[config.mk]
export PLATFORM = sky130hd
export DESIGN_NAME = timer8_counter_compare
export DESIGN_NICKNAME = d
export VERILOG_FILES = /design/src/shared/timer8_pkg.sv /design/src/design/timer8_counter_compare.sv
export SDC_FILE = /design/constraint.sdc
export NUM_CORES = 1
export LEC_CHECK = 0
export ABC_AREA = 0
export BUFFER_PORTS_ARGS = -buffer_cell sky130_fd_sc_hd__buf_2
export CORE_ASPECT_RATIO = 0.9
export CORE_MARGIN = 2
export CORE_UTILIZATION = 45
export CTS_CLUSTER_SIZE = 8
export DETAILED_ROUTE_END_ITERATION = 16
export MAX_ROUTING_LAYER = met4
export PLACE_DENSITY = 0.79
export SLEW_MARGIN = 0
export SYNTH_ARGS = -nofsm -noshare
export SYNTH_HDL_FRONTEND = slang
export SYNTH_SLANG_ARGS = --single-unit
[constraint.sdc]
create_clock -name MCLK_IN -period 2.55 [get_ports MCLK_IN]
set_input_delay 0.255 -clock MCLK_IN [delete_from_list [all_inputs] [get_ports MCLK_IN]]
set_output_delay 0.255 -clock MCLK_IN [all_outputs]
set_load 0.02 [all_outputs]
[src/shared/timer8_pkg.sv]
// package: register map, field layout, modes and constants of the 8-bit timer
package timer8_pkg;

    // register byte offsets on the AXI4-Lite bus
    localparam logic [3:0] OFS_CONTROL = 4'h0;
    localparam logic [3:0] OFS_COUNT   = 4'h4;
    localparam logic [3:0] OFS_COMPARE = 4'h8;
    localparam logic [3:0] OFS_FLAGS   = 4'hC;

    // count extremes
    localparam logic [7:0] COUNT_MAX    = 8'hFF;
    localparam logic [7:0] COUNT_BOTTOM = 8'h00;
    localparam logic [7:0] COUNT_ONE    = 8'h01;

    // control register layout and reset value
    localparam int         CTRL_WIDTH     = 11;
    localparam int         FORCE_BIT      = 7;
    localparam logic [2:0] CLOCK_STOPPED  = 3'h0;
    localparam logic [2:0] CLOCK_FIRST    = 3'h1;
    localparam logic [10:0] CTRL_RESET    = 11'h000;

    // flag register bit positions
    localparam int FLAG_OVERFLOW = 0;
    localparam int FLAG_COMPARE  = 1;

    // prescaler: select n divides the tick source by 2**(n-1)
    localparam int PRESCALE_WIDTH = 6;

    // bus answers
    localparam logic [1:0] RESP_OKAY   = 2'h0;
    localparam logic [1:0] RESP_SLVERR = 2'h2;

    // counting sequences
    typedef enum logic [1:0] {
        MODE_NORMAL      = 2'h0,
        MODE_PWM_PHASE   = 2'h1,
        MODE_MATCH_CLEAR = 2'h2,
        MODE_PWM_FAST    = 2'h3
    } wave_mode_t;

    // compare output action
    typedef enum logic [1:0] {
        COM_OFF    = 2'h0,
        COM_TOGGLE = 2'h1,
        COM_CLEAR  = 2'h2,
        COM_SET    = 2'h3
    } com_mode_t;

    // control register fields, msb first
    typedef struct packed {
        logic       overflow_irq_enable;
        logic       compare_irq_enable;
        logic       async_clock_select;
        logic       force_compare_strobe;
        com_mode_t  compare_output_bits;
        wave_mode_t waveform_mode_bits;
        logic [2:0] clock_select_bits;
    } ctrl_t;

endpackage : timer8_pkg

[src/design/timer8_counter_compare.sv]
// design: 8-bit up/down timer with one compare channel behind an AXI4-Lite slave
//
// Local design decisions: the address map and the AXI4-Lite interface to the registers.
`timescale 1ns/1ns

// Functional notes
// - each tick clears, increments or decrements the count, chosen by mode
// - clock select zero means no tick and a stopped counter
// - software reads and writes the count at any time
// - a software count write beats any clear or count in that cycle
// - the two waveform mode bits in control choose the counting sequence
// - overflow flag set per mode and drives an interrupt request
// - eight-bit comparator flags equality of count and compare value
// - a match sets the compare flag on the following tick
// - enabled compare flag requests interrupt; servicing clears the flag
// - writing one to the compare flag bit clears it
// - compare output driven from match, mode, output bits, top and count direction
// - PWM modes double-buffer compare value, loaded at top; others bypass
// - buffered: software reaches buffer; otherwise the active compare value
// - force strobe in non-PWM acts like a match without flag or clear
// - a count write blocks compare matches on the next tick
// - compare output state survives a waveform mode change
// - compare output bits act at once, not buffered
// - top and bottom indications when count is at maximum and zero
// - maximum is FF, bottom 00, top is the maximum in every mode
// - tick from system clock, or from oscillator pin when async selected
// - normal mode counts up, wraps, sets overflow as count becomes zero
// - clear-on-match mode clears the count when it matches compare
module timer8_counter_compare
    import timer8_pkg::*;
(
    // clock and reset
    input  wire logic        MCLK_IN,
    input  wire logic        RST_IN,
    // AXI4-Lite write address and data
    input  wire logic        AWVALID_IN,
    output logic             AWREADY_OUT,
    input  wire logic [3:0]  AWADDR_IN,
    input  wire logic        WVALID_IN,
    output logic             WREADY_OUT,
    input  wire logic [31:0] WDATA_IN,
    input  wire logic [3:0]  WSTRB_IN,
    // AXI4-Lite write response
    output logic             BVALID_OUT,
    input  wire logic        BREADY_IN,
    output logic [1:0]       BRESP_OUT,
    // AXI4-Lite read
    input  wire logic        ARVALID_IN,
    output logic             ARREADY_OUT,
    input  wire logic [3:0]  ARADDR_IN,
    output logic             RVALID_OUT,
    input  wire logic        RREADY_IN,
    output logic [31:0]      RDATA_OUT,
    output logic [1:0]       RRESP_OUT,
    // interrupt requests and their service acknowledges
    output logic             COMPARE_IRQ_OUT,
    input  wire logic        COMPARE_ACK_IN,
    output logic             OVERFLOW_IRQ_OUT,
    input  wire logic        OVERFLOW_ACK_IN,
    // oscillator pin and compare output to the port logic
    input  wire logic        TIMER_OSC_IN,
    output logic             COMPARE_OUTPUT_OUT,
    output logic             PIN_OVERRIDE_OUT
);

    ////////////////////////////////////////////////////////////////////////////////
    // declarations
    ctrl_t                     ctrl_q;
    logic [7:0]                count_q;
    logic [7:0]                compare_q;
    logic [7:0]                compare_buf_q;
    logic                      count_down_q;
    logic                      block_q;
    logic                      compare_flag_q;
    logic                      overflow_flag_q;
    logic                      compare_output_q;
    logic [PRESCALE_WIDTH-1:0] prescale_q;
    logic [2:0]                osc_sync_q;
    logic                      aw_full_q;
    logic                      w_full_q;
    logic [3:0]                waddr_q;
    logic [31:0]               wdata_q;
    logic [3:0]                wstrb_q;
    logic                      bvalid_q;
    logic [1:0]                bresp_q;
    logic                      rvalid_q;
    logic [31:0]               rdata_q;
    logic [1:0]                rresp_q;
    logic                      wr_go;
    logic                      wr_lane0;
    logic                      wr_count;
    logic                      wr_compare;
    logic                      wr_ctrl;
    logic                      wr_flags;
    logic                      src_tick;
    logic                      tick;
    logic                      match;
    logic                      at_top;
    logic                      at_bottom;
    logic                      pwm_mode;
    logic                      hit;
    logic                      force_hit;
    logic                      wrap_max;
    logic [31:0]               ctrl_merged;
    logic [31:0]               strb_mask;
    logic [31:0]               read_word;

    ////////////////////////////////////////////////////////////////////////////////
    // AXI4-Lite write side: address and data taken in either order
    assign AWREADY_OUT = ~aw_full_q;
    assign WREADY_OUT  = ~w_full_q;
    assign BVALID_OUT  = bvalid_q;
    assign BRESP_OUT   = bresp_q;
    assign wr_go       = aw_full_q & w_full_q & ~bvalid_q;
    assign wr_lane0    = wr_go & wstrb_q[0];

    // hold each half until both are present and the response has gone
    always_ff @(posedge MCLK_IN or posedge RST_IN) begin
        if (RST_IN) begin
            aw_full_q <= 1'b0;
            w_full_q  <= 1'b0;
            waddr_q   <= 4'h0;
            wdata_q   <= 32'h0000_0000;
            wstrb_q   <= 4'h0;
        end else begin
            if (AWVALID_IN && !aw_full_q) begin
                aw_full_q <= 1'b1;
                waddr_q   <= AWADDR_IN;
            end else if (wr_go) begin
                aw_full_q <= 1'b0;
            end
            if (WVALID_IN && !w_full_q) begin
                w_full_q <= 1'b1;
                wdata_q  <= WDATA_IN;
                wstrb_q  <= WSTRB_IN;
            end else if (wr_go) begin
                w_full_q <= 1'b0;
            end
        end
    end

    // write decode; unmapped addresses answer with an error and change nothing
    always_comb begin
        wr_count   = 1'b0;
        wr_compare = 1'b0;
        wr_ctrl    = 1'b0;
        wr_flags   = 1'b0;
        if (waddr_q == OFS_CONTROL) begin
            wr_ctrl = wr_go;
        end else if (waddr_q == OFS_COUNT) begin
            wr_count = wr_lane0;
        end else if (waddr_q == OFS_COMPARE) begin
            wr_compare = wr_lane0;
        end else if (waddr_q == OFS_FLAGS) begin
            wr_flags = wr_lane0;
        end
    end

    // write response
    always_ff @(posedge MCLK_IN or posedge RST_IN) begin
        if (RST_IN) begin
            bvalid_q <= 1'b0;
            bresp_q  <= RESP_OKAY;
        end else if (wr_go) begin
            bvalid_q <= 1'b1;
            bresp_q  <= (waddr_q[1:0] == 2'h0) ? RESP_OKAY : RESP_SLVERR;
        end else if (BREADY_IN) begin
            bvalid_q <= 1'b0;
        end
    end

    ////////////////////////////////////////////////////////////////////////////////
    // control register, byte lanes merged; the force strobe is never stored
    always_comb begin
        for (int i = 0; i < 4; i++) begin
            strb_mask[i*8 +: 8] = {8{wstrb_q[i]}};
        end
        ctrl_merged = ({21'h000000, ctrl_q} & ~strb_mask) | (wdata_q & strb_mask);
        ctrl_merged[FORCE_BIT] = 1'b0;
    end

    // mode and output bits take effect on the next clock, no buffering
    always_ff @(posedge MCLK_IN or posedge RST_IN) begin
        if (RST_IN) begin
            ctrl_q <= ctrl_t'(CTRL_RESET);
        end else if (wr_ctrl) begin
            ctrl_q <= ctrl_t'(ctrl_merged[CTRL_WIDTH-1:0]);
        end
    end

    ////////////////////////////////////////////////////////////////////////////////
    // AXI4-Lite read side
    assign ARREADY_OUT = ~rvalid_q;
    assign RVALID_OUT  = rvalid_q;
    assign RDATA_OUT   = rdata_q;
    assign RRESP_OUT   = rresp_q;

    // read mux; the compare offset shows the copy that software writes
    always_comb begin
        read_word = 32'h0000_0000;
        if (ARADDR_IN == OFS_CONTROL) begin
            read_word[CTRL_WIDTH-1:0] = ctrl_q;
        end else if (ARADDR_IN == OFS_COUNT) begin
            read_word[7:0] = count_q;
        end else if (ARADDR_IN == OFS_COMPARE) begin
            read_word[7:0] = pwm_mode ? compare_buf_q : compare_q;
        end else if (ARADDR_IN == OFS_FLAGS) begin
            read_word[FLAG_OVERFLOW] = overflow_flag_q;
            read_word[FLAG_COMPARE]  = compare_flag_q;
        end
    end

    // read data is captured at the address handshake
    always_ff @(posedge MCLK_IN or posedge RST_IN) begin
        if (RST_IN) begin
            rvalid_q <= 1'b0;
            rdata_q  <= 32'h0000_0000;
            rresp_q  <= RESP_OKAY;
        end else if (ARVALID_IN && !rvalid_q) begin
            rvalid_q <= 1'b1;
            rdata_q  <= read_word;
            rresp_q  <= (ARADDR_IN[1:0] == 2'h0) ? RESP_OKAY : RESP_SLVERR;
        end else if (RREADY_IN) begin
            rvalid_q <= 1'b0;
        end
    end

    ////////////////////////////////////////////////////////////////////////////////
    // tick source: the oscillator pin is two-stage synchronised, then edge-detected
    always_ff @(posedge MCLK_IN or posedge RST_IN) begin
        if (RST_IN) begin
            osc_sync_q <= 3'h0;
        end else begin
            osc_sync_q <= {osc_sync_q[1:0], TIMER_OSC_IN};
        end
    end

    // pin edges are seen only when the pin runs at no more than half the system clock
    assign src_tick = ctrl_q.async_clock_select ? (osc_sync_q[1] & ~osc_sync_q[2]) : 1'b1;

    // free-running prescaler on the selected source
    always_ff @(posedge MCLK_IN or posedge RST_IN) begin
        if (RST_IN) begin
            prescale_q <= '0;
        end else if (src_tick) begin
            prescale_q <= prescale_q + 1'b1;
        end
    end

    // select zero yields no tick at all
    always_comb begin
        tick = 1'b0;
        if (ctrl_q.clock_select_bits != CLOCK_STOPPED) begin
            tick = src_tick;
            for (int i = 0; i < PRESCALE_WIDTH; i++) begin
                if (i < int'(ctrl_q.clock_select_bits - CLOCK_FIRST) && !prescale_q[i]) begin
                    tick = 1'b0;
                end
            end
        end
    end

    ////////////////////////////////////////////////////////////////////////////////
    // comparator and extreme-value indications
    assign pwm_mode  = ctrl_q.waveform_mode_bits[0];
    assign match     = (count_q == compare_q);
    assign at_top    = (count_q == COUNT_MAX);
    assign at_bottom = (count_q == COUNT_BOTTOM);
    assign hit       = tick & match & ~block_q;
    assign wrap_max  = tick & at_top & (ctrl_q.waveform_mode_bits != MODE_PWM_PHASE);
    assign force_hit = wr_ctrl & wstrb_q[0] & wdata_q[FORCE_BIT] & ~pwm_mode;

    ////////////////////////////////////////////////////////////////////////////////
    // counter unit; a software write overrides whatever the tick would do
    always_ff @(posedge MCLK_IN or posedge RST_IN) begin
        if (RST_IN) begin
            count_q      <= COUNT_BOTTOM;
            count_down_q <= 1'b0;
        end else if (wr_count) begin
            count_q <= wdata_q[7:0];
        end else if (tick) begin
            case (ctrl_q.waveform_mode_bits)
                MODE_MATCH_CLEAR: begin
                    count_q <= match ? COUNT_BOTTOM : count_q + COUNT_ONE;
                end
                MODE_PWM_PHASE: begin
                    if (at_top) begin
                        count_down_q <= 1'b1;
                        count_q      <= count_q - COUNT_ONE;
                    end else if (at_bottom) begin
                        count_down_q <= 1'b0;
                        count_q      <= count_q + COUNT_ONE;
                    end else if (count_down_q) begin
                        count_q <= count_q - COUNT_ONE;
                    end else begin
                        count_q <= count_q + COUNT_ONE;
                    end
                end
                default: begin
                    count_q <= count_q + COUNT_ONE; // wraps FF to 00
                end
            endcase
        end
    end

    // a count write arms the block, the next tick consumes it
    always_ff @(posedge MCLK_IN or posedge RST_IN) begin
        if (RST_IN) begin
            block_q <= 1'b0;
        end else if (wr_count) begin
            block_q <= 1'b1;
        end else if (tick) begin
            block_q <= 1'b0;
        end
    end

    ////////////////////////////////////////////////////////////////////////////////
    // compare value: buffered in PWM, loaded at top; direct otherwise
    always_ff @(posedge MCLK_IN or posedge RST_IN) begin
        if (RST_IN) begin
            compare_q     <= COUNT_BOTTOM;
            compare_buf_q <= COUNT_BOTTOM;
        end else begin
            if (wr_compare) begin
                compare_buf_q <= wdata_q[7:0];
            end
            if (wr_compare && !pwm_mode) begin
                compare_q <= wdata_q[7:0];
            end else if (pwm_mode && tick && at_top) begin
                compare_q <= compare_buf_q;
            end
        end
    end

    ////////////////////////////////////////////////////////////////////////////////
    // flags: hardware set wins over software clear and interrupt service
    always_ff @(posedge MCLK_IN or posedge RST_IN) begin
        if (RST_IN) begin
            compare_flag_q <= 1'b0;
        end else if (hit) begin
            compare_flag_q <= 1'b1;
        end else if (COMPARE_ACK_IN || (wr_flags && wdata_q[FLAG_COMPARE])) begin
            compare_flag_q <= 1'b0;
        end
    end

    // overflow at max in normal, clear-on-match and fast PWM; at bottom in phase
    always_ff @(posedge MCLK_IN or posedge RST_IN) begin
        if (RST_IN) begin
            overflow_flag_q <= 1'b0;
        end else if (!wr_count && (wrap_max || (tick && at_bottom
                     && ctrl_q.waveform_mode_bits == MODE_PWM_PHASE))) begin
            overflow_flag_q <= 1'b1;
        end else if (OVERFLOW_ACK_IN || (wr_flags && wdata_q[FLAG_OVERFLOW])) begin
            overflow_flag_q <= 1'b0;
        end
    end

    assign COMPARE_IRQ_OUT  = compare_flag_q & ctrl_q.compare_irq_enable;
    assign OVERFLOW_IRQ_OUT = overflow_flag_q & ctrl_q.overflow_irq_enable;

    ////////////////////////////////////////////////////////////////////////////////
    // waveform generator; state is kept across mode changes
    always_ff @(posedge MCLK_IN or posedge RST_IN) begin
        if (RST_IN) begin
            compare_output_q <= 1'b0;
        end else if (!pwm_mode && (hit || force_hit)) begin
            case (ctrl_q.compare_output_bits)
                COM_TOGGLE: compare_output_q <= ~compare_output_q;
                COM_CLEAR:  compare_output_q <= 1'b0;
                COM_SET:    compare_output_q <= 1'b1;
                default:    compare_output_q <= compare_output_q;
            endcase
        end else if (pwm_mode && ctrl_q.compare_output_bits[1] && tick) begin
            // fast: match sets the off level, top the on level
            if (ctrl_q.waveform_mode_bits == MODE_PWM_FAST) begin
                if (hit) begin
                    compare_output_q <= ctrl_q.compare_output_bits[0];
                end else if (at_top) begin
                    compare_output_q <= ~ctrl_q.compare_output_bits[0];
                end
            end else if (hit) begin
                // phase: up-count match clears, down-count match sets
                compare_output_q <= ctrl_q.compare_output_bits[0] ^ count_down_q;
            end
        end
    end

    assign COMPARE_OUTPUT_OUT = compare_output_q;
    assign PIN_OVERRIDE_OUT   = (ctrl_q.compare_output_bits != COM_OFF);
endmodule : timer8_counter_compare

[Yosys cells after proc, flatten, opt, wreduce, memory -nomap -nowiden]
Cells that the tools add are included.
Storage, ports and cells
  word-level logic and storage cells: 194
  output and inout port bits: 45
  register bits after elaboration: 84
Cells by class
  reduce and logical (&&, ||, !) cells: 56
  $add $sub $neg: 4
  bitwise logic cells: 28
  multiplexer cells: 58
  order comparisons: 6
  eq/ne operators: 16
Operators by type and width (count)
  $mux W8: 11
  $mux W1: 39
  $and A11 B11 Y11: 2
  $reduce_bool A2 Y1: 11
  $logic_and A1 B1 Y1: 20
  $eq A4 B4 Y1 const B: 4
  $pmux W8 S2: 1
  $and A1 B1 Y1: 13
  $logic_not A1 Y1: 11
  $not A11 Y11: 1
  $or A11 B11 Y11: 1
  $not A1 Y1: 10
  $reduce_bool A3 Y1: 3
  $add A8 B1 Y8 const B: 1
  $eq A2 B2 Y1 const B: 4
  $eq A4 B3 Y1 const B: 2
  $eq A8 B8 Y1: 1
  $eq A8 B8 Y1 const B: 1
  $logic_not A4 Y1: 2
  $logic_not A8 Y1: 1
  $lt A3 B4 Y1 const A: 2
  $lt A4 B4 Y1 const A: 2
  $mux W2: 4
  $reduce_and A4 Y1: 2
  other kinds (14): 19

[Logic depth before layout (Yosys ltp)]
Gate-level depths: netlist of run 1.
  word-level depth: 16
  mapped depth: 11
  depth with buffers taken out: 8

[Worst setup path after synthesis of run 1]
No wires, ideal clock.
  path type: register -> register
  start: register with a tool-made name
  end: register count_q[6]
  cell stages (with the launch flop): 10
  arrival time: 2.406 ns
  clock period less this slack: 2.532 ns
  path slack: 0.018 ns
  setup time: 0.126 ns
  cells stage by stage: dfrtp_1 > clkbuf_1 > clkbuf_1 > inv_1 > ha_1 > a21boi_0 > a211o_1 > buf_2 > a221o_1 > a221o_1
RTL lines
  to (signal assigned): line timer8_counter_compare.sv:280  | count_q <= wdata_q[7:0];
  to (signal assigned): line timer8_counter_compare.sv:284  | count_q <= match ? COUNT_BOTTOM : count_q + COUNT_ONE;
  to (signal assigned): line timer8_counter_compare.sv:289  | count_q <= count_q - COUNT_ONE;
  to (decl): line timer8_counter_compare.sv:69  | logic [7:0] count_q;

[Worst setup path in the final report of run 1]
  start: register count_q[2]
  end: register count_q[6]
Between the ends
  longest elaborated chain between the ends: 7
  elaborated cells on any way between the ends: 12
  those cells by class: 2 x add/sub; 2 x eq/ne; 7 x mux; 1 x reduce/logical
Ends and longest elaborated chain
  $add A8 B1 Y8 / $sub A8 B1 Y8 (equally long branches)
  $mux W8: line timer8_counter_compare.sv:293  | end else if (count_down_q) begin
  $mux W8: line timer8_counter_compare.sv:290  | end else if (at_bottom) begin
  $mux W8: line timer8_counter_compare.sv:287  | if (at_top) begin
  $pmux W8 S2 (*): line timer8_counter_compare.sv:282  | case (ctrl_q.waveform_mode_bits)
  $mux W8 (*): line timer8_counter_compare.sv:281  | end else if (tick) begin
  $mux W8 (*): line timer8_counter_compare.sv:279  | end else if (wr_count) begin
Every way passes the cells marked *; elsewhere a longest branch is shown, timed or not. The select of a mux whose other input is x is not followed.
A chain may end at the register's enable or synchronous reset.

==> run_results.csv, run 1 <==
group,metric,value,unit
place,hpwl,7450,microns
cells_and_area,n_antenna_cell,0,
route,dr.pass1.iters,4,
clock_tree,clk_latency,0.37,ns
yosys,yosysSeqAreaShare,46.2,%
floorplanning,core_area,0.00966,sq mm
critical_path,ff2ff_setup_slack,0.16,ns
route,totalWireLength,9930,microns
yosys,synthArstFlopShare,100,%
cells_and_area,flow.area_growth_from_synthesis,15.3,%
yosys,yosys_warnings,0,
place,portBuffers,52,
clock_tree,path_clk_slew,0.09,ns
critical_path,cp-end-kind,"flop",
critical_path,start_kind,"flop",
clock_tree,cts_root_buf,"clkbuf_8",
status,status,"finished clean",
global_route,first_global_vias,3296,
yosys,ys_ff_latch,82,
yosys,yosysUniqueCellTypes,59,
floorplanning,die_area,0.0107,sq mm
floorplanning,die_h,98.3,microns
cells_and_area,drive_gt1_share,29.1,%
sta,skew,0.00956,ns
clock_tree,cts_buffers,9,
sta,fmax,418,MHz
clock_tree,numClockSinks,82,
sta,setup_viol,0,
power,leakage,2.39,nW
sta,rsz0062_at_grt,"no",
job,max_cap_viol_count,0,
critical_path,crit_fanout,6,
place,routabilityCongestion,0.937,
yosys,synthesis.area,0.00444,sq mm
route,num_vias,3335,
power,power_density,1110,mW/mm^2
route,vias_per_cell,5.49,
global_route,grt_max_degree,83,
sta,min_period_over_period,93.8,%
yosys,synth_flop_cell,"dfrtp_1",
clock_tree,cts_setup_buffers,0,
sta,finalSetupTns,0,ns
sta,setup_ws,0.159,ns
yosys,synth_enable_flop_cells,0,
route,route.detailed.drc,0,
global_route,grt_pass1_wl,16400,microns
clock_tree,cts_tree,"built",
sta,hold_violations,0,
sta,fin_hold_ws,0.0745,ns
critical_path,criticalPathCategory,"flop to flop",
yosys,avgSynthCellArea,10.7,sq um
cells_and_area,fin_nets,539,
critical_path,worstPathArrival,2.64,ns
global_route,grt.overflow.total,0,
global_route,antenna_found_initial,0,
yosys,synthCells,414,
floorplanning,die_w,109,microns
critical_path,required,2.80,ns
floorplanning,num_rows,34,
sta,min_period,2.39,ns
worst_hold_path,hold_path_class,"primary input to flop",
route,wire_per_inst,16.4,microns
clock_tree,htree_num_levels,3,
route,first_iter_violations,333,
power,ir_drop,0.594,mV
clock_tree,ctsLongestPathBuffers,2,
floorplanning,initial_core_util,46.0,%
route,postRouteAntennaNets,0,
floorplanning,ioPinCount,99,
global_route,track_usage,20.4,%
place,pre_cts_ws,0.189,ns
sta,slew_viol_final,0,
[area by class of cell]
class / count / area [sq um]
Fill cell: 842 / 4530
Clock buffer: 10 / 128
Multi-Input combinational cell: 291 / 2150
Tap cell: 126 / 158
Timing Repair Buffer: 74 / 455
Sequential cell: 82 / 2050
Clock inverter: 6 / 115
Inverter: 18 / 68.8
[cell usage after synthesis, types with 6 or more instances]
cell      instances  share of area, %
buf_2             8              0.90
o211ai_1          6               1.0
a21oi_1          15               1.7
mux2_2           40                10
buf_4            23               3.9
nor2b_1           6              0.84
nand2_1          16               1.4
dfrtp_1          82                46
nor2_1           30               2.5
mux2i_1          18               4.1
ha_1              9               2.5
a31oi_1           8               1.1
inv_1            18               1.5
xor2_1           13               2.6
clkbuf_1         12               1.0
xnor2_1           6               1.2
a22o_1           12               2.4
o21ai_0          14               1.6
[cells in the final DEF, fill, tap and decap left out, types with 4 or more instances in the layout]
cell type  Yosys  final
o211ai_1       6      6
dfrtp_1       82     82
a22o_1        12     12
inv_1         18     17
ha_1           9      9
nand3_1        5      5
a31oi_1        8      8
and3_1         5      5
nand2_1       16     16
buf_4         23     18
conb_1         1     23
and2_1         4      4
clkbuf_8       0      9
buf_2          8     52
o22ai_1        4      4
a21oi_1       15     15
nor2b_1        6      6
xor2_1        13     13
mux2_2        40     40
xnor2_1        6      6
nor2_1        30     30
mux2i_1       18     18
nand4_1        5      5
nor3_1         5      5
o21ai_0       14     14
[metal layers]
metal	wire [microns]	part of all wire [%]	GRT usage, %	vias up
met3	655	6.6	4.47	13
met4	120	1.2	5.03	0
li1	-	-	-	1554
met5	0	0	-	-
met2	4540	46	30.4	122
met1	4610	46	28.5	1646
[path summary, 6_finish.rpt]
path | depth (start not counted) | end | from
worst max-delay path | 5 | count_q[6] | count_q[2]
worst min register to register | 0 | osc_sync_q[1] | osc_sync_q[0]
max in group asynchronous | 4 | compare_buf_q[3] | RST_IN
worst min-delay path | 2 | BVALID_OUT | BREADY_IN
min in group asynchronous | 4 | BVALID_OUT | RST_IN
worst max register to register | 5 | count_q[6] | count_q[2]
[where the power goes]
| part | internal [W] | switching [W] | total [W] |
|---|---|---|---|
| Sequential | 0.00177 | 0.000519 | 0.00229 |
| Combinational | 0.00109 | 0.00119 | 0.00228 |
| Clock | 0.000654 | 0.000481 | 0.00113 |
| Total | 0.00352 | 0.00219 | 0.00570 |
[through the flow]
stage	instances	instance area, sq um	total power, W	utilization (%)
floorplan	436	4530	0.00382	-
global placement	589	4850	0.00441	50.2
detailed placement	589	4850	0.00453	50.2
CTS	607	5110	0.00567	53.0
global route	607	5120	0.00608	53.1
finish	607	5120	0.00570	53.1
[logic make-up after synthesis]
family,Yosys count,synth area share [%]
compound gates,79,12.4
flops,82,46.2
simple gates,101,12.2
mux,60,15.2
fa+ha+maj,9,2.53
other cells,1,0.0844
xor+xnor,19,3.75
buf+inv,63,7.69
[critical path: stages, from the launching register on]
cell	delay, ns
dfrtp_1	0.42
or4_4	0.57
o41a_1	0.36
o21a_1	0.25
a221o_1	0.34
a221o_1	0.33
[timing repair]
action | 4_1_cts | 5_1_grt
hold buffers | 2 | 0
setup endpoints to repair | 0 | 1
resized for setup | 0 | 1
hold endpoints to repair | 63 | 0
(Power assumes the default switching activity.)
==> run 2, diff against run 1 <==
- CORE_UTILIZATION: 45 -> 49
- PLACE_DENSITY: 0.79 -> 0.84
==> run 2 against run 1 <==
Against the previous run: sequential cell count did not move; first-iteration DRC count fell by 7.5%; sequential share of layout area rose by 0.18 points; clock-buffer cell count rose by 2; critical endpoint is now COMPARE_OUTPUT_OUT; highest routed layer unchanged.
==> run_results.csv, run 2 (synthesis results as in run 1) <==
group,metric,value,unit
global_route,first_global_vias,3370,
clock_tree,htree_num_levels,3,
global_route,grt.overflow.total,0,
job,max_cap_viol_count,0,
floorplanning,die_h,94.3,microns
power,leakage,2.38,nW
critical_path,slowest_delay,0.44,ns
critical_path,start_kind,"flop",
global_route,grt_max_degree,42,
sta,setup_viol,0,
place,portBuffers,52,
critical_path,path_depth,9,
cells_and_area,regArea,0.00205,sq mm
clock_tree,clk_latency,0.37,ns
status,status,"finished clean",
place,routabilityCongestion,1.04,
sta,fmax,414,MHz
route,dr.pass1.iters,5,
route,wire_per_inst,16.8,microns
floorplanning,ioPinCount,99,
sta,slew_viol_final,0,
critical_path,required,2.83,ns
critical_path,path_buf_inv,2,
route,route.detailed.drc,0,
sta,skew,0.00987,ns
cells_and_area,n_fill_cell,730,
worst_hold_path,hold_path_class,"primary input to flop",
floorplanning,initial_core_util,51.1,%
floorplanning,die_w,104,microns
sta,min_period_over_period,94.7,%
critical_path,crit_fanout,26,
global_route,grt_pass1_wl,16800,microns
floorplanning,die_area,0.00985,sq mm
cells_and_area,fin_nets,540,
sta,hold_violations,0,
critical_path,crit_top_cell,"o211ai_1",
critical_path,critPathSlowestCell,"dfrtp_1",
clock_tree,path_clk_slew,0.08,ns
clock_tree,ctsLongestPathBuffers,2,
power,ir_drop,0.622,mV
route,postRouteAntennaNets,0,
sta,finalSetupTns,0,ns
sta,tightest_slew,0.663,ns
route,totalWireLength,10100,microns
worst_hold_path,whs_path_depth,2,
sta,min_period,2.42,ns
cells_and_area,layout_commonest_cell,"dfrtp_1",
cells_and_area,multi_input_area,0.00214,sq mm
critical_path,reg2reg_depth,9,
route,first_iter_violations,308,
critical_path,cp-end-kind,"flop",
critical_path,crit_chain,"inv_1, ha_1, nor2_1, o211ai_1, nor4bb_2, buf_12, o2111ai_1, o31a_1, o211ai_1",
sta,rsz0062_at_grt,"no",
clock_tree,cts_buffers,9,
route,num_vias,3370,
power,power_density,1110,mW/mm^2
global_route,antenna_found_initial,0,
clock_tree,cts_tree,"built",
cells_and_area,n_antenna_cell,0,
cells_and_area,flow.area_growth_from_synthesis,14.9,%
critical_path,worstPathArrival,2.70,ns
sta,fin_hold_ws,0.0635,ns
global_route,track_usage,22.7,%
critical_path,criticalPathCategory,"flop to flop",
clock_tree,numClockSinks,82,
floorplanning,num_rows,32,
clock_tree,cts_root_buf,"clkbuf_8",
route,vias_per_cell,5.61,
floorplanning,core_area,0.00869,sq mm
cells_and_area,drive_gt1_share,29.3,%
cells_and_area,final_cell_mix,"81 x dfrtp_1, 52 x buf_2, 40 x mux2_2",
sta,slew-limit-headroom,55.7,%
critical_path,cpLargestDelayFamily,"compound AO/OA/AOI/OAI gates",
place,hpwl,7480,microns
==> run 2: final cells by class <==
cell class | count | share of cell area [%]
multi-input combinational | 291 | 41.9
sequential | 82 | 40.2
timing repair buffer | 75 | 8.83
tap | 119 | 2.92
clock buffer | 12 | 2.84
clock inverter | 4 | 1.94
inverter | 18 | 1.35
==> run 2: stage by stage <==
| step | instances | setup WS [ns] | area [sq um] | util (%) | power, W |
|---|---|---|---|---|---|
| 3_5_place_dp | 583 | 0.142 | 4840 | 55.7 | 0.00451 |
| 6_report | 601 | 0.134 | 5100 | 58.7 | 0.00569 |
| 3_3_place_gp | 583 | 0.183 | 4840 | 55.7 | 0.00439 |
| 2_1_floorplan | 436 | 0.0180 | 4530 | - | 0.00382 |
| 5_1_grt | 601 | 0.0147 | 5100 | 58.7 | 0.00605 |
| 4_1_cts | 601 | 0.134 | 5100 | 58.7 | 0.00568 |
==> run 2: final timing paths <==
check                         startpoint            endpoint  slack, ns
max in group asynchronous         RST_IN             block_q       1.33
setup reg to reg                    flop  COMPARE_OUTPUT_OUT       0.13
min in group asynchronous         RST_IN        BRESP_OUT[1]       0.50
hold reg to reg            osc_sync_q[0]       osc_sync_q[1]       0.38
hold / removal                 BREADY_IN          BVALID_OUT       0.06
setup / recovery                    flop  COMPARE_OUTPUT_OUT       0.13
==> run 2: timing repair <==
action | 4_1_cts | 5_1_grt
gates resized for setup | 0 | 1
setup buffers | 0 | 0
hold buffers | 2 | 0
endpoints found under the hold margin | 39 | 0
endpoints found under the setup margin | 0 | 1
==> run 2: layer usage <==
metal  up-vias  global-route usage (%)  routed length (microns)
li1       1555                       -                        -
met1      1612                    29.6                     4300
met2       192                    35.7                     4730
met3        11                    4.69                      901
met4         0                    7.88                      146
met5         -                       -                        0
==> run 2: power by group <==
part	switching, W	internal, W	leakage [nW]
clock network	0.000471	0.000680	0.121
logic	0.00114	0.00106	1.24
registers	0.000559	0.00177	1.03
total	0.00217	0.00352	2.38
